### config.mk
export PLATFORM = sky130hd
export DESIGN_NAME = gtc_timer
export DESIGN_NICKNAME = d
export VERILOG_FILES = /design/src/logic/gtc_pkg.sv /design/src/logic/gtc_timer.sv
export SDC_FILE = /design/constraint.sdc
export NUM_CORES = 1
export LEC_CHECK = 0
export BUFFER_PORTS_ARGS = -buffer_cell sky130_fd_sc_hd__buf_2
export CORE_ASPECT_RATIO = 0.8
export CORE_UTILIZATION = 25
export CTS_BUF_LIST = sky130_fd_sc_hd__clkbuf_8 sky130_fd_sc_hd__clkbuf_16
export CTS_CLUSTER_DIAMETER = 50
export DETAILED_ROUTE_END_ITERATION = 8
export SLEW_MARGIN = 5
export SYNTH_ARGS = -nofsm -noshare
export SYNTH_HDL_FRONTEND = slang
export SYNTH_SLANG_ARGS = --single-unit
### constraint.sdc
create_clock -name clk_sys -period 4.3 [get_ports clk_sys]
set_input_delay 0.215 -clock clk_sys [delete_from_list [all_inputs] [get_ports clk_sys]]
set_output_delay 0.215 -clock clk_sys [all_outputs]
set_load 0.02 [all_outputs]
### src/logic/gtc_pkg.sv
package gtc_pkg;
   // register byte addresses
   localparam logic [7:0] ADDR_CTRL   = 8'h00;
   localparam logic [7:0] ADDR_GATE   = 8'h04;
   localparam logic [7:0] ADDR_COUNT  = 8'h08;
   localparam logic [7:0] ADDR_IRQ    = 8'h0c;
   localparam logic [7:0] ADDR_CMP    = 8'h10;
   localparam logic [7:0] ADDR_CAPT   = 8'h14;
   // control register fields
   localparam int CTRL_ON     = 0;
   localparam int CTRL_BYPASS = 2;
   localparam int CTRL_EXT    = 6;
   localparam int CTRL_SLEEP  = 8;
   localparam int CTRL_WATCHDOG_CONFIG_ENABLE   = 9;
   // gate register fields
   localparam int GATE_SS_LO  = 0;
   localparam int GATE_VAL    = 2;
   localparam int GATE_GO     = 3;
   localparam int GATE_SPM    = 4;
   localparam int GATE_TM     = 5;
   localparam int GATE_POL    = 6;
   localparam int GATE_EN     = 7;
   // interrupt register fields
   localparam int IRQ_OVF_F   = 0;
   localparam int IRQ_GATE_F  = 1;
   localparam int IRQ_OVF_E   = 8;
   localparam int IRQ_GATE_E  = 9;
   localparam int IRQ_PERI_E  = 16;
   localparam int IRQ_GLOB_E  = 17;
   localparam logic [1:0] RESP_OKAY   = 2'b00;
   localparam logic [1:0] RESP_SLVERR = 2'b10;
   localparam logic [15:0] COUNT_MAX  = 16'hffff;
   typedef enum logic [1:0] {
      GSRC_PIN, GSRC_EIGHT_BIT, GSRC_PERIOD, GSRC_WATCHDOG
   } gtc_gsrc_t;
   typedef struct packed {
      logic       on;
      logic       bypass;
      logic       ext;
      logic       watchdog_config_enable;
   } gtc_ctrl_t;
   typedef struct packed {
      logic       en;
      logic       pol;
      logic       tm;
      logic       spm;
      gtc_gsrc_t  ss;
   } gtc_gate_t;
endpackage : gtc_pkg

### src/logic/gtc_timer.sv
// Chosen here: the AXI4-Lite slave port and the register addresses.
`timescale 1ns/10ps
`default_nettype none
// Notes on behaviour
// [RQ1] sync_bypass set: count clock edges taken without the extra sync stage
// [RQ2] external asynchronous counting keeps running in sleep; overflow wakes
// [RQ3] switching sync/async modes may drop or add one increment
// [RQ4] count reads always return a settled value; byte reads not atomic
// [RQ5] software should stop the counter before writing the count
// [RQ6] with gating, count only while gate equals gate_polarity
// [RQ7] gate_source_select picks pin, eight-bit overflow, period reset, watchdog
// [RQ8] eight-bit timer wrap delivers a rising pulse to the gate
// [RQ9] period-match timer reset delivers a rising pulse to the gate
// [RQ10] gating on with watchdog source powers watchdog regardless of counter_on
// [RQ11] watchdog on only for gating causes no reset or wake
// [RQ12] watchdog interval still chosen by shared prescaler settings
// [RQ13] software must use toggle mode with the watchdog source
// [RQ14] toggle mode flip-flop toggles per rising gate edge; cleared when off
// [RQ15] software must not enable toggle while changing gate polarity
// [RQ16] single-pulse: go arms, count from next edge, go clears at trailing edge
// [RQ17] clearing single-pulse clears go; toggle plus single-pulse counts one cycle
// [RQ18] gate_level_status readable, valid even with gating disabled
// [RQ19] falling edge of gate level sets gate_event_flag, even ungated
// [RQ20] rollover sets overflow_flag; irq needs on, enable, peripheral, global
// [RQ21] counter runs in sleep only in asynchronous mode; overflow wakes
// [RQ22] count is the capture and compare time base
// [RQ23] special event clears count without overflow; software write wins
// [RQ24] counter mode needs a falling clock edge before the first count
// [RQ25] counter_on enables counting, clears toggle flip-flop; gating ignored when off
// [RQ26] gate level and its falling edge registered in the system clock
module gtc_timer
   import gtc_pkg::*;
#(
   parameter int CW = 16
) (
   // clock and reset
   input  wire  logic          clk_sys,
   input  wire  logic          nrst,
   // axi4-lite slave
   input  wire  logic [7:0]    s_axi_awaddr,
   input  wire  logic          s_axi_awvalid,
   output logic                s_axi_awready,
   input  wire  logic [31:0]   s_axi_wdata,
   input  wire  logic [3:0]    s_axi_wstrb,
   input  wire  logic          s_axi_wvalid,
   output logic                s_axi_wready,
   output logic [1:0]          s_axi_bresp,
   output logic                s_axi_bvalid,
   input  wire  logic          s_axi_bready,
   input  wire  logic [7:0]    s_axi_araddr,
   input  wire  logic          s_axi_arvalid,
   output logic                s_axi_arready,
   output logic [31:0]         s_axi_rdata,
   output logic [1:0]          s_axi_rresp,
   output logic                s_axi_rvalid,
   input  wire  logic          s_axi_rready,
   // external pins
   input  wire  logic          counter_clock,
   input  wire  logic          gate_input,
   // internal sources, same clock
   input  wire  logic          instr_tick,
   input  wire  logic          eight_bit_wrap,
   input  wire  logic          period_reset,
   input  wire  logic          watchdog_overflow,
   input  wire  logic          capture_event,
   input  wire  logic          special_event,
   input  wire  logic          in_sleep,
   // outputs
   output logic                watchdog_power,
   output logic                watchdog_reset_ok,
   output logic                irq,
   output logic                wake,
   output logic                compare_match,
   output logic [CW-1:0]       count_out
);
   // ==========================================================
   // registers
   gtc_ctrl_t     ctrl;
   gtc_gate_t     gcfg;
   logic          go;
   logic [CW-1:0] count;
   logic [CW-1:0] cmp_val;
   logic [CW-1:0] capt_val;
   logic          ovf_flag;
   logic          gev_flag;
   logic          ovf_ie;
   logic          gev_ie;
   logic          peri_ie;
   logic          glob_ie;

   // ==========================================================
   // pin synchronisers
   logic [1:0] clk_s;
   logic [1:0] gpin_s;
   logic       clk_s3;
   logic       clk_prev;
   always_ff @(posedge clk_sys) begin
      if (!nrst) begin
         clk_s  <= 2'b00;
         gpin_s <= 2'b00;
         clk_s3 <= 1'b0;
      end else begin
         clk_s  <= {clk_s[0], counter_clock};
         gpin_s <= {gpin_s[0], gate_input};
         clk_s3 <= clk_s[1];
      end
   end

   // bypass drops the extra stage, so a mode switch can slip one edge
   logic clk_lvl;
   assign clk_lvl = ctrl.bypass ? clk_s[1] : clk_s3; // [RQ1] [RQ3]
   always_ff @(posedge clk_sys) begin
      if (!nrst) clk_prev <= 1'b0;
      else       clk_prev <= clk_lvl;
   end

   // counter mode must see a falling edge before its first count
   logic armed;
   logic wr_count;
   logic clk_rise;
   always_ff @(posedge clk_sys) begin
      if (!nrst)                          armed <= 1'b0;
      else if (!ctrl.on || wr_count)      armed <= 1'b0; // [RQ24]
      else if (clk_prev && !clk_lvl)      armed <= 1'b1; // [RQ24]
   end
   assign clk_rise = ctrl.ext ? (armed && clk_lvl && !clk_prev) : instr_tick;

   // ==========================================================
   // gate path
   logic gsrc;
   logic gsrc_prev;
   logic tog;
   logic gate_lvl;
   logic gate_val;
   logic gate_val_prev;
   always_comb begin
      case (gcfg.ss) // [RQ7]
         GSRC_PIN:       gsrc = gpin_s[1];
         GSRC_EIGHT_BIT: gsrc = eight_bit_wrap;  // [RQ8]
         GSRC_PERIOD:    gsrc = period_reset;    // [RQ9]
         GSRC_WATCHDOG:  gsrc = watchdog_overflow;
         default:        gsrc = 1'b0;
      endcase
   end
   always_ff @(posedge clk_sys) begin
      if (!nrst) gsrc_prev <= 1'b0;
      else       gsrc_prev <= gsrc;
   end
   always_ff @(posedge clk_sys) begin
      if (!nrst)                          tog <= 1'b0;
      else if (!gcfg.tm || !ctrl.on)      tog <= 1'b0;  // [RQ14] [RQ25]
      else if (gsrc && !gsrc_prev)        tog <= !tog;  // [RQ14]
   end
   assign gate_lvl = (gcfg.tm ? tog : gsrc) ~^ gcfg.pol;

   // single pulse: done when the gate falls while go is set
   logic gate_fall;
   always_ff @(posedge clk_sys) begin
      if (!nrst) begin
         gate_val      <= 1'b0;
         gate_val_prev <= 1'b0;
      end else begin
         gate_val      <= gcfg.spm ? (gate_lvl && go) : gate_lvl; // [RQ26] [RQ18]
         gate_val_prev <= gate_val;
      end
   end
   assign gate_fall = gate_val_prev && !gate_val; // [RQ26]

   logic gate_open;
   logic inc;
   logic ovf_evt;
   assign gate_open = !gcfg.en || gate_val;                         // [RQ6] [RQ16]
   assign inc       = ctrl.on && gate_open && clk_rise;             // [RQ25]
   // sleep freezes a synchronous counter, so no rollover may be flagged then
   logic run_ok;
   assign run_ok    = !in_sleep || (ctrl.ext && ctrl.bypass);       // [RQ2] [RQ21]
   assign ovf_evt   = inc && run_ok && (count == COUNT_MAX) && !wr_count && !special_event;

   // ==========================================================
   // watchdog interaction
   always_comb begin
      watchdog_power    = ctrl.watchdog_config_enable || (gcfg.en && gcfg.ss == GSRC_WATCHDOG); // [RQ10] [RQ12]
      watchdog_reset_ok = ctrl.watchdog_config_enable;                                          // [RQ11]
   end

   // ==========================================================
   // axi4-lite slave
   logic       aw_hold;
   logic       w_hold;
   logic [7:0] aw_q;
   logic [31:0] w_q;
   logic [3:0] ws_q;
   logic       wr_go;
   assign s_axi_awready = !aw_hold && !s_axi_bvalid;
   assign s_axi_wready  = !w_hold && !s_axi_bvalid;
   assign wr_go         = aw_hold && w_hold;
   always_ff @(posedge clk_sys) begin
      if (!nrst) begin
         aw_hold <= 1'b0;
         w_hold  <= 1'b0;
         aw_q    <= 8'h00;
         w_q     <= 32'h0000_0000;
         ws_q    <= 4'h0;
      end else begin
         if (s_axi_awvalid && s_axi_awready) begin
            aw_hold <= 1'b1;
            aw_q    <= s_axi_awaddr;
         end else if (wr_go) begin
            aw_hold <= 1'b0;
         end
         if (s_axi_wvalid && s_axi_wready) begin
            w_hold <= 1'b1;
            w_q    <= s_axi_wdata;
            ws_q   <= s_axi_wstrb;
         end else if (wr_go) begin
            w_hold <= 1'b0;
         end
      end
   end

   function automatic logic known(input logic [7:0] a);
      known = (a == ADDR_CTRL) || (a == ADDR_GATE) || (a == ADDR_COUNT) ||
              (a == ADDR_IRQ) || (a == ADDR_CMP) || (a == ADDR_CAPT);
   endfunction : known

   always_ff @(posedge clk_sys) begin
      if (!nrst) begin
         s_axi_bvalid <= 1'b0;
         s_axi_bresp  <= RESP_OKAY;
      end else if (wr_go) begin
         s_axi_bvalid <= 1'b1;
         s_axi_bresp  <= known(aw_q) ? RESP_OKAY : RESP_SLVERR;
      end else if (s_axi_bready) begin
         s_axi_bvalid <= 1'b0;
      end
   end

   logic [CW-1:0] wcount;
   assign wr_count = wr_go && aw_q == ADDR_COUNT && (ws_q[0] || ws_q[1]);
   assign wcount   = {ws_q[1] ? w_q[15:8] : count[15:8], ws_q[0] ? w_q[7:0] : count[7:0]};

   always_ff @(posedge clk_sys) begin
      if (!nrst) begin
         ctrl    <= '0;
         gcfg    <= '0;
         cmp_val <= '0;
         ovf_ie  <= 1'b0;
         gev_ie  <= 1'b0;
         peri_ie <= 1'b0;
         glob_ie <= 1'b0;
      end else if (wr_go) begin
         if (aw_q == ADDR_CTRL && ws_q[0]) begin
            ctrl.on     <= w_q[CTRL_ON];
            ctrl.bypass <= w_q[CTRL_BYPASS];
            ctrl.ext    <= w_q[CTRL_EXT];
         end
         if (aw_q == ADDR_CTRL && ws_q[1]) ctrl.watchdog_config_enable <= w_q[CTRL_WATCHDOG_CONFIG_ENABLE];
         if (aw_q == ADDR_GATE && ws_q[0]) begin
            gcfg.en  <= w_q[GATE_EN];
            gcfg.pol <= w_q[GATE_POL];
            gcfg.tm  <= w_q[GATE_TM];
            gcfg.spm <= w_q[GATE_SPM];
            gcfg.ss  <= gtc_gsrc_t'(w_q[GATE_SS_LO+:2]);
         end
         if (aw_q == ADDR_CMP) begin
            if (ws_q[0]) cmp_val[7:0]  <= w_q[7:0];
            if (ws_q[1]) cmp_val[15:8] <= w_q[15:8];
         end
         if (aw_q == ADDR_IRQ && ws_q[1]) begin
            ovf_ie <= w_q[IRQ_OVF_E];
            gev_ie <= w_q[IRQ_GATE_E];
         end
         if (aw_q == ADDR_IRQ && ws_q[2]) begin
            peri_ie <= w_q[IRQ_PERI_E];
            glob_ie <= w_q[IRQ_GLOB_E];
         end
      end
   end

   // go: set by software, cleared at the trailing gate edge or with spm off
   logic go_set;
   assign go_set = wr_go && aw_q == ADDR_GATE && ws_q[0] && w_q[GATE_GO] && w_q[GATE_SPM];
   always_ff @(posedge clk_sys) begin
      if (!nrst)                               go <= 1'b0;
      else if (!gcfg.spm && !go_set)           go <= 1'b0; // [RQ17]
      else if (go_set)                         go <= 1'b1; // [RQ16]
      else if (gate_fall)                      go <= 1'b0; // [RQ16] [RQ17]
   end

   // flags: hardware set wins over a software clear (write 1 to clear)
   logic clr_ovf;
   logic clr_gev;
   assign clr_ovf = wr_go && aw_q == ADDR_IRQ && ws_q[0] && w_q[IRQ_OVF_F];
   assign clr_gev = wr_go && aw_q == ADDR_IRQ && ws_q[0] && w_q[IRQ_GATE_F];
   always_ff @(posedge clk_sys) begin
      if (!nrst)           ovf_flag <= 1'b0;
      else if (ovf_evt)    ovf_flag <= 1'b1; // [RQ20]
      else if (clr_ovf)    ovf_flag <= 1'b0;
   end
   always_ff @(posedge clk_sys) begin
      if (!nrst)           gev_flag <= 1'b0;
      else if (gate_fall)  gev_flag <= 1'b1; // [RQ19]
      else if (clr_gev)    gev_flag <= 1'b0;
   end

   // ==========================================================
   // counter
   always_ff @(posedge clk_sys) begin
      if (!nrst)              count <= '0;
      else if (wr_count)      count <= wcount;                         // [RQ23] [RQ5]
      else if (special_event) count <= '0;                             // [RQ23]
      else if (inc && run_ok)
                              count <= count + 1'b1;                   // [RQ2] [RQ21]
   end
   always_ff @(posedge clk_sys) begin
      if (!nrst)              capt_val <= '0;
      else if (capture_event) capt_val <= count;                       // [RQ22]
   end
   assign count_out     = count;                                       // [RQ4]
   assign compare_match = (count == cmp_val);                          // [RQ22]
   assign irq  = glob_ie && peri_ie && ((ovf_flag && ovf_ie && ctrl.on) || (gev_flag && gev_ie));
   assign wake = in_sleep && peri_ie && ((ovf_flag && ovf_ie && ctrl.on) || (gev_flag && gev_ie)); // [RQ21]

   // ==========================================================
   // read channel
   logic [31:0] rd;
   always_comb begin
      rd = 32'h0000_0000;
      case (s_axi_araddr)
         ADDR_CTRL: begin
            rd[CTRL_ON] = ctrl.on;
            rd[CTRL_BYPASS] = ctrl.bypass;
            rd[CTRL_EXT] = ctrl.ext;
            rd[CTRL_WATCHDOG_CONFIG_ENABLE] = ctrl.watchdog_config_enable;
            rd[CTRL_SLEEP] = in_sleep;
         end
         ADDR_GATE: rd[7:0] = {gcfg.en, gcfg.pol, gcfg.tm, gcfg.spm, go, gate_val, gcfg.ss}; // [RQ18]
         ADDR_COUNT: rd[CW-1:0] = count; // [RQ4]
         ADDR_IRQ: begin
            rd[IRQ_OVF_F] = ovf_flag;
            rd[IRQ_GATE_F] = gev_flag;
            rd[IRQ_OVF_E] = ovf_ie;
            rd[IRQ_GATE_E] = gev_ie;
            rd[IRQ_PERI_E] = peri_ie;
            rd[IRQ_GLOB_E] = glob_ie;
         end
         ADDR_CMP:  rd[CW-1:0] = cmp_val;
         ADDR_CAPT: rd[CW-1:0] = capt_val;
         default:   rd = 32'h0000_0000;
      endcase
   end
   assign s_axi_arready = !s_axi_rvalid;
   always_ff @(posedge clk_sys) begin
      if (!nrst) begin
         s_axi_rvalid <= 1'b0;
         s_axi_rdata  <= 32'h0000_0000;
         s_axi_rresp  <= RESP_OKAY;
      end else if (s_axi_arvalid && s_axi_arready) begin
         s_axi_rvalid <= 1'b1;
         s_axi_rdata  <= rd;
         s_axi_rresp  <= known(s_axi_araddr) ? RESP_OKAY : RESP_SLVERR;
      end else if (s_axi_rready) begin
         s_axi_rvalid <= 1'b0;
      end
   end

   // ==========================================================
   // checks
   a_gev_sets: assert property (@(posedge clk_sys) disable iff (!nrst)
      gate_fall |=> gev_flag) else $error("gate fall did not set flag"); // [RQ19]
   a_ovf_sets: assert property (@(posedge clk_sys) disable iff (!nrst)
      ovf_evt |=> ovf_flag && count == '0) else $error("rollover wrong"); // [RQ20]
   a_hold_off: assert property (@(posedge clk_sys) disable iff (!nrst)
      !ctrl.on && !wr_count && !special_event |=> count == $past(count))
      else $error("count moved while off"); // [RQ25]
   a_gate_hold: assert property (@(posedge clk_sys) disable iff (!nrst)
      gcfg.en && !gate_val && !wr_count && !special_event |=> count == $past(count))
      else $error("count moved with gate shut"); // [RQ6]
   a_tog_clear: assert property (@(posedge clk_sys) disable iff (!nrst)
      !gcfg.tm |=> !tog) else $error("toggle not held clear"); // [RQ14]
   a_go_spm: assert property (@(posedge clk_sys) disable iff (!nrst)
      !gcfg.spm && !go_set |=> !go) else $error("go not cleared"); // [RQ17]
   a_sev_clear: assert property (@(posedge clk_sys) disable iff (!nrst)
      special_event && !wr_count |=> count == '0 && !$rose(ovf_flag))
      else $error("special event wrong"); // [RQ23]
   a_wdt_power: assert property (@(posedge clk_sys) disable iff (!nrst)
      gcfg.en && gcfg.ss == GSRC_WATCHDOG |-> watchdog_power)
      else $error("watchdog not powered"); // [RQ10]
   a_arm_first: assert property (@(posedge clk_sys) disable iff (!nrst)
      ctrl.ext && !armed |-> !inc) else $error("count before falling edge"); // [RQ24]
   a_sleep_hold: assert property (@(posedge clk_sys) disable iff (!nrst) // [RQ21]
      in_sleep && !(ctrl.ext && ctrl.bypass) && !wr_count && !special_event
      |=> count == $past(count)) else $error("count moved in sleep");
   c_overflow:  cover property (@(posedge clk_sys) disable iff (!nrst) ovf_evt);
   c_gate_fall: cover property (@(posedge clk_sys) disable iff (!nrst) gate_fall && go);
   c_toggle:    cover property (@(posedge clk_sys) disable iff (!nrst) gcfg.tm && $rose(tog));
endmodule : gtc_timer
`default_nettype wire

==> results of run 1 <==
## registers in the layout, summed over array words and instances (netlist names), 2 cells and up
register / cells
s_axi_rdata: 18
w_q: 18
capt_val: 16
cmp_val: 16
count_out: 16
aw_q: 8
gcfg: 6
ctrl: 3
ws_q: 3
clk_s: 2
gpin_s: 2
## power by group
| group | internal, uW | leakage (uW) | switching [uW] |
|---|---|---|---|
| combinational | 87.2 | 0.00160 | 163 |
| clock | 757 | 0.000257 | 588 |
| sequential | 1230 | 0.00105 | 52.0 |
| total | 2080 | 0.00291 | 803 |
## Yosys cell counts (10+ instances only)
master | n | area [um^2]
nand3_1 | 19 | 95.1
nand2_1 | 99 | 372
xnor2_1 | 25 | 219
a22oi_1 | 12 | 90.1
and2_1 | 23 | 144
nand4_1 | 13 | 81.3
nor2_1 | 61 | 229
buf_4 | 16 | 120
mux2i_1 | 55 | 551
clkbuf_1 | 37 | 139
o21ai_0 | 23 | 115
a21oi_1 | 61 | 305
dfxtp_1 | 129 | 2580
buf_2 | 10 | 50.1
## per-layer routing
metal,track usage (%),vias to the layer above,wire (um)
met5,0,-,0
met1,22.1,2585,9480
met3,3.58,26,1020
li1,-,2642,-
met2,22.9,170,8370
met4,5.81,0,371
## area by class of cell
| cell class | count | share of cell area (%) |
|---|---|---|
| multi-input cells | 528 | 44.3 |
| flip-flops and latches | 129 | 35.2 |
| repair buffers | 103 | 7.30 |
| clock buffers | 18 | 5.99 |
| well taps | 312 | 5.32 |
| clock inverters | 14 | 1.47 |
| inverters | 8 | 0.409 |
## repair_timing
action	in CTS	in global routing
setup endpoints to repair	0	0
hold endpoints to repair	3	0
hold buffers	3	0
## stage by stage
step | hold slack, ns | setup WS (ns) | instances | power [uW]
finish | 0.0199 | 1.92 | 1112 | 2880
detailed placement | 0.424 | 1.93 | 1077 | 1560
global placement | 0.424 | 1.93 | 1077 | 1560
CTS | 0.0115 | 1.93 | 1112 | 2910
global route | 0.0291 | 1.72 | 1112 | 2990
floorplan | 0.314 | 2.38 | 731 | 1470
## worst register-to-register path: cells and delay by family (launching register included)
family | cells | cell delay [ns]
mux | 1 | 0.32
flops | 1 | 0.31
simple gates | 4 | 1.62
## final timing paths
kind                endpoint  slack [ns]  cells after the start
hold reg to reg    gpin_s[1]        0.43                      1
hold / removal       w_q[11]        0.02                      3
setup / recovery  cmp_val[0]        1.92                      5
setup reg to reg  cmp_val[0]        1.92                      5
## layout by cell type (no fill, tap or decap), types with 4 or more instances in the layout
cell type and instances:
a211oi_1 5, a21o_1 7, a21oi_1 61, a221oi_1 5, a222oi_1 4, a22oi_1 12
and2_1 23, and3_1 7, and4_1 8, buf_2 98, clkbuf_16 17, clkinvlp_4 5
conb_1 16, dfxtp_1 129, inv_1 7, mux2i_1 55, nand2_1 99, nand2b_1 7
nand3_1 19, nand4_1 13, nor2_1 61, nor2b_1 5, nor3_1 9, nor4_1 4
o211ai_1 5, o21ai_0 23, xnor2_1 25, xor2_1 5
## cells by family after synthesis
group | synth area share, %
simple gates | 21.9
compound gates | 15.7
flops | 42.1
buf+inv | 5.83
mux | 9.89
xor+xnor | 4.28
fa+ha+maj | 0.204
other cells | 0.0611
==> results.yml, run 1 <==
outcome:
  outcome: "finished clean"
detailed_routing:
  vias_per_cell: 4.88
  antenna_left: 0
  finalWirelength_mm: 19.2
  drt_iter0_drc: 395
  num_vias: 5423
  drtPass1Iterations: 5
  wl_per_cell_um: 17.3
  drc_errors: 0
clock_tree:
  post-cts-setup-buffers: 0
  clockBufferDepth: 2
  cts_tree: "yes"
  cts_resized: 0
  path_clk_slew_ns: 0.06
  cts_buffers: 17
  cts_root_buf: "clkbuf_16"
  htree_levels: 4
  cts_sinks: 129
  insertion_delay_ns: 0.43
worst_setup_path:
  cp_slowest_stage_delay_ns: 0.63
  crit_start: "aw_q[1]"
  cp-start-kind: "flop"
  worstPathRequired_ns: 4.59
  critPathArrivalTime_ns: 2.67
  path_delay_family: "simple AND/OR/NAND/NOR gates"
  path_max_fanout: 8
  cp_common_cell: "nor2_1"
  slowest_stage: "nand3_1"
  endpoint_kind: "flop"
  crit_type: "reg -> reg"
  r2r-start: "aw_q[1]"
  path_cells: "nor2_1 -> nor4b_1 -> nand3_1 -> mux2i_1 -> nor2_1"
  crit_buf_inv: 0
worst_hold_path:
  min_path_type: "in -> reg"
  min_from: "s_axi_wdata[11]"
cells_and_area:
  nFillCells: 2497
  drive_above_1_share_pct: 18.8
  diodes: 0
  finalNetCount: 856
  final_area_um2: 7340
  fin_util_pct: 30.9
  regArea_um2: 2580
  multi_input_area_um2: 3250
  area_growth_pct: 19.6
power_and_ir_drop:
  p_leak_uw: 0.00291
  power_density_nw_per_um2: 393
  ir_drop_mv: 0.198
floorplanning:
  die_y_um: 142
  rows: 50
  core-area_um2: 23700
  die-width_um: 177
  start_util_pct: 25.9
  io_pins: 130
  dieArea_um2: 25200
sta:
  skew_ns: 0.00945
  drv_slew: 0
  setup_viol: 0
  tightest_slew_ns: 0.921
  min_period_over_period_pct: 55.4
  slew_headroom_pct: 38.1
  hold_violations: 0
  rsz0062_at_grt: "no"
  setup_tns_ns: 0
  fin_crit_ns: 2.38
  clock.fmax_mhz: 420
logic_synthesis:
  yosysSeqAreaShare_pct: 42.1
  synth_edf_count: 0
  synthDistinctLibCells: 65
  avgSynthCellArea_um2: 8.57
  ys_ff_latch: 129
  postSynthCellCount: 716
  syn_area_um2: 6130
  yosys_warnings: 0
  async_reset_ff_share_pct: 0
  synth_ff_type: "dfxtp_1"
global_route:
  track_usage_pct: 15.6
  grt_max_degree: 68
  grt_pass1_wl_mm: 29.7
  grt.overflow.total: 0
  antenna_found_initial: 0
  grt_pass1_vias: 5092
place:
  dp_hpwl_mm: 14.1
  gp_congestion: 0.865
  port_buffers: 98
  placed_area_um2: 6760
run:
  maxCapViolCount: 0
Note: power is estimated with default switching activity, not from simulation.
==> run 2, diff against run 1 <==
- clock period: 4.3 -> 1.9 ns (I/O delays scaled with it)
==> results.yml, run 2 (same netlist as run 1, synthesis figures left out) <==
power_and_ir_drop:
  intPower_uw: 5290
  ir_drop_mv: 0.628
  netSwitchingFraction_pct: 25.2
  combPwrFrac_pct: 10.7
  power.switching_uw: 1780
  p_clk_share_pct: 48.6
  seq_power_share_pct: 40.7
  power_density_nw_per_um2: 846
  p_leak_uw: 0.00346
sta:
  timing.final.ws_setup_ns: 0.0324
  slew_headroom_pct: 54.9
  clock.fmax_mhz: 535
  hold_violations: 0
  min_period_over_period_pct: 98.3
  fin_crit_ns: 1.87
  tightest_slew_ns: 0.674
  setup_viol: 0
  skew_ns: 0.00868
  drv_slew: 0
  rsz0062_at_grt: "yes"
detailed_routing:
  antenna_left: 0
  wl_per_cell_um: 16.9
  num_vias: 5789
  vias_per_cell: 4.78
  finalWirelength_mm: 20.4
  drt_iter0_drc: 434
  drtPass1Iterations: 5
  drc_errors: 0
place:
  port_buffers: 98
  gp_congestion: 0.863
  pre_cts_ws_ns: 0.0953
  dp_hpwl_mm: 14.9
  placed_area_um2: 7290
worst_setup_path:
  critPathArrivalTime_ns: 1.77
  cp_slowest_stage_delay_ns: 0.34
  cp_common_cell: "buf_4"
  crit_type: "reg -> out"
  cp-start-kind: "flop"
  worstPathRequired_ns: 1.80
  endpoint_kind: "primary output"
  path_cells: "buf_4 -> xnor2_2 -> nand4_1 -> nor4_4 -> buf_4"
  rr_endpoint: "count_out[11]"
  r2r_setup_slack_ns: 0.14
  crit_start: "count_out[0]"
  endpoint: "compare_match"
  path_max_fanout: 4
  ff2ff_path_depth: 6
  slowest_stage: "nor4_4"
  r2r-start: "count_out[4]"
cells_and_area:
  nFillCells: 2448
  drive_above_1_share_pct: 25.7
  layout_commonest_cell: "dfxtp_1"
  multi_input_area_um2: 3320
  finalNetCount: 955
  final_area_um2: 8350
  diodes: 0
  top_regs: "s_axi_rdata x18, w_q x18"
  regArea_um2: 2590
  area_growth_pct: 36.2
  layout_common_cells: "dfxtp_1, nand2_1, buf_2"
clock_tree:
  cts_sinks: 129
  htree_levels: 4
  clockBufferDepth: 2
  cts_buffers: 17
  cts_root_buf: "clkbuf_16"
  insertion_delay_ns: 0.42
  path_clk_slew_ns: 0.06
  cts_tree: "yes"
floorplanning:
  core-area_um2: 23700
  die_y_um: 142
  start_util_pct: 25.9
  io_pins: 130
  die-width_um: 177
  rows: 50
  dieArea_um2: 25200
global_route:
  grt_max_degree: 63
  grt_pass1_vias: 5597
  antenna_found_initial: 1
  track_usage_pct: 16.6
  grt.overflow.total: 0
  grt_pass1_wl_mm: 31.9
outcome:
  outcome: "finished clean"
run:
  maxCapViolCount: 0
worst_hold_path:
  min_path_type: "in -> reg"
[run 2: changes by cell type in the layout (fill, tap and decap cells not counted), sizes merged]
cell	delta
inv	-1
bufinv	+3
buf	+68
clkinvlp	-2
clkbuf	+2
clkinv	-2
dlygate4sd3	+31
[run 2: layout make-up]
cell class                 count  share of cell area, %
multi-input combinational    528                   39.7
timing repair buffer         202                   16.8
sequential                   129                   31.0
inverter                       8                  0.359
tap                          312                   4.67
clock buffer                  20                   5.59
clock inverter                12                   1.87
[run 2: repair_timing]
item                                    CTS  global route
resized for setup                        14             5
gates cloned                              0             0
endpoints found under the setup margin    1             8
hold endpoints to repair                 33             0
buffers inserted                          3             0
hold buffers                             34             0
pin swaps                                 2             1
[run 2: worst min-delay path by stage]
| stage | cells past startpoint | to | start |
|---|---|---|---|
| after global placement | 2 | s_axi_rvalid | s_axi_rready |
| after detailed placement | 2 | s_axi_rvalid | s_axi_rready |
| after floorplan | 1 | s_axi_rvalid | s_axi_rready |
| after CTS | 3 | s_axi_rresp[1] | s_axi_araddr[3] |
| after global routing | 3 | s_axi_rresp[1] | s_axi_araddr[1] |
| final | 3 | s_axi_rresp[1] | s_axi_araddr[3] |
[run 2: power groups by stage]
stage               Sequential (uW)  Clock [uW]  Combinational (uW)
floorplan                      2940           0                 395
global placement               2940           0                 676
detailed placement             2940           0                 680
CTS                            2880        3490                 757
global route                   2890        3600                 828
finish                         2880        3430                 755
[run 2: per-stage QoR]
step	std cells	power (uW)	TNS [ns]	util (%)	hold slack [ns]
finish	1211	7070	0	35.2	0.0728
global route	1211	7320	-0.0557	35.2	0.113
CTS	1211	7120	0	35.2	0.0583
detailed placement	1142	3620	0	30.7	0.287
global placement	1142	3610	0	30.7	0.284
floorplan	731	3330	0	-	0.194
[run 2: critical path: cells and delay by family, from the launching register on]
kind | cells | cell delay, ns
flops | 1 | 0.32
simple gates | 2 | 0.53
xor+xnor | 1 | 0.14
buf+inv | 2 | 0.34
[run 2: per-layer routing]
layer | vias to the layer above | part of all wire (%) | GRT usage [%]
met5 | - | 0 | 0
met4 | 0 | 1.5 | 4.45
met3 | 24 | 6.4 | 4.30
met2 | 173 | 46 | 26.1
met1 | 2763 | 46 | 22.4
li1 | 2829 | - | -
==> run 3, diff against run 2 <==
- PLACE_DENSITY: default -> 0.5
==> results.yml, run 3 (same netlist as run 1, synthesis figures left out) <==
cells_and_area:
  finalNetCount: 963
  area_growth_pct: 38.5
  layout_common_cells: "dfxtp_1, nand2_1, buf_2"
  drive_above_1_share_pct: 27.2
  instances_no_fill: 1219
  multi_input_area_um2: 3350
  fin_util_pct: 35.8
  top_regs: "s_axi_rdata x18, w_q x18"
  nFillCells: 2460
  regArea_um2: 2600
  diodes: 0
  layout_commonest_cell: "dfxtp_1"
worst_setup_path:
  path_max_fanout: 9
  endpoint_kind: "primary output"
  critPathArrivalTime_ns: 1.80
  cp-start-kind: "flop"
  crit_type: "reg -> out"
  worstPathRequired_ns: 1.80
global_route:
  grt_max_degree: 79
  grt_pass1_vias: 5619
  antenna_found_initial: 0
  grt.overflow.total: 0
  track_usage_pct: 17.1
  grt_pass1_wl_mm: 32.5
detailed_routing:
  drt_iter0_drc: 357
  wl_met1_mm: 10.5
  wl_met3_mm: 1.03
  drc_errors: 0
  routed-wl-met2_mm: 9.15
  vias_per_cell: 4.73
  top_layer: "met4"
  drtPass1Iterations: 5
  wl_per_cell_um: 17.2
  antenna_left: 0
  finalWirelength_mm: 21.0
  num_vias: 5768
floorplanning:
  die_y_um: 142
  rows: 50
  core-area_um2: 23700
  dieArea_um2: 25200
  die-width_um: 177
  io_pins: 130
  start_util_pct: 25.9
sta:
  fin_crit_ns: 1.90
  clock.fmax_mhz: 527
  tightest_slew_ns: 0.663
  rsz0062_at_grt: "yes"
  hold-worst-slack_ns: 0.0503
  setup_viol: 0
  hold_violations: 0
  skew_ns: 0.00899
  drv_slew: 0
  setup_tns_ns: 0
  min_period_over_period_pct: 99.9
  slew_headroom_pct: 55.7
worst_hold_path:
  min_path_type: "in -> reg"
place:
  port_buffers: 98
  gp_congestion: 0.837
  dp_hpwl_mm: 15.2
  post-place-cells: 1143
clock_tree:
  clockBufferDepth: 2
  cts_tree: "yes"
  htree_levels: 4
  cts_sinks: 129
  cts_buffers: 17
  path_clk_slew_ns: 0.06
  cts_root_buf: "clkbuf_16"
  insertion_delay_ns: 0.43
power_and_ir_drop:
  ir_drop_mv: 0.543
  p_leak_uw: 0.00352
  power_density_nw_per_um2: 855
run:
  maxCapViolCount: 0
outcome:
  outcome: "finished clean"
==> run 3: cell types whose count changed in the layout (fill, tap and decap cells not counted), moves of 2 or more <==
cell,before,now
buf_4,66,69
xnor2_1,20,18
dfxtp_2,4,8
clkbuf_8,3,1
dfxtp_1,124,120
inv_6,2,5
buf_6,2,6
==> run 3: final timing paths <==
kind / start / end / slack [ns] / cells past startpoint
max: count_out[7] / compare_match / 0.002 / 6
min: s_axi_araddr[3] / s_axi_rresp[1] / 0.05 / 3
max reg2reg: ctrl[2] / count_out[13] / 0.05 / 6
min reg2reg: clk_s[0] / clk_s[1] / 0.43 / 1
==> run 3: layer usage <==
| layer | global-route usage [%] | up-vias |
|---|---|---|
| met2 | 25.7 | 159 |
| met4 | 5.26 | 0 |
| li1 | - | 2847 |
| met5 | 0 | - |
| met3 | 3.45 | 19 |
| met1 | 24.3 | 2743 |
==> run 3: report_power, final <==
part	switching (uW)	internal, uW
logic	446	331
registers	81.7	2790
clock network	1360	2250
total	1890	5380
==> run 3: stage by stage <==
| stage | power [uW] | instance area [um^2] | worst slack (ns) |
|---|---|---|---|
| after floorplan | 3330 | 6200 | 0.00278 |
| after global placement | 3630 | 7310 | -0.000335 |
| after detailed placement | 3630 | 7310 | -0.00600 |
| after CTS | 7320 | 8380 | 0.00224 |
| after global routing | 7540 | 8500 | -0.0457 |
| final | 7260 | 8500 | 0.00206 |
==> run 3: worst max-delay path: stages, from the launching register on <==
cell	delay [ns]
dfxtp_2	0.33
buf_6	0.14
xnor2_2	0.16
nand4_1	0.11
nor4_2	0.34
buf_4	0.18
buf_6	0.11
==> run 3: layout make-up <==
cell class	count	area share (%)
Sequential cell	129	30.6
Inverter	8	0.353
Tap cell	312	4.59
Timing Repair Buffer	210	17.6
Clock inverter	14	2.37
Multi-Input combinational cell	528	39.4
Clock buffer	18	5.17
==> run 3: repair_timing <==
item	CTS	global route
endpoints found under the setup margin	2	3
resized for setup	21	9
hold buffers	34	0
pin swaps	5	3
endpoints found under the hold margin	33	0
setup buffers	1	10
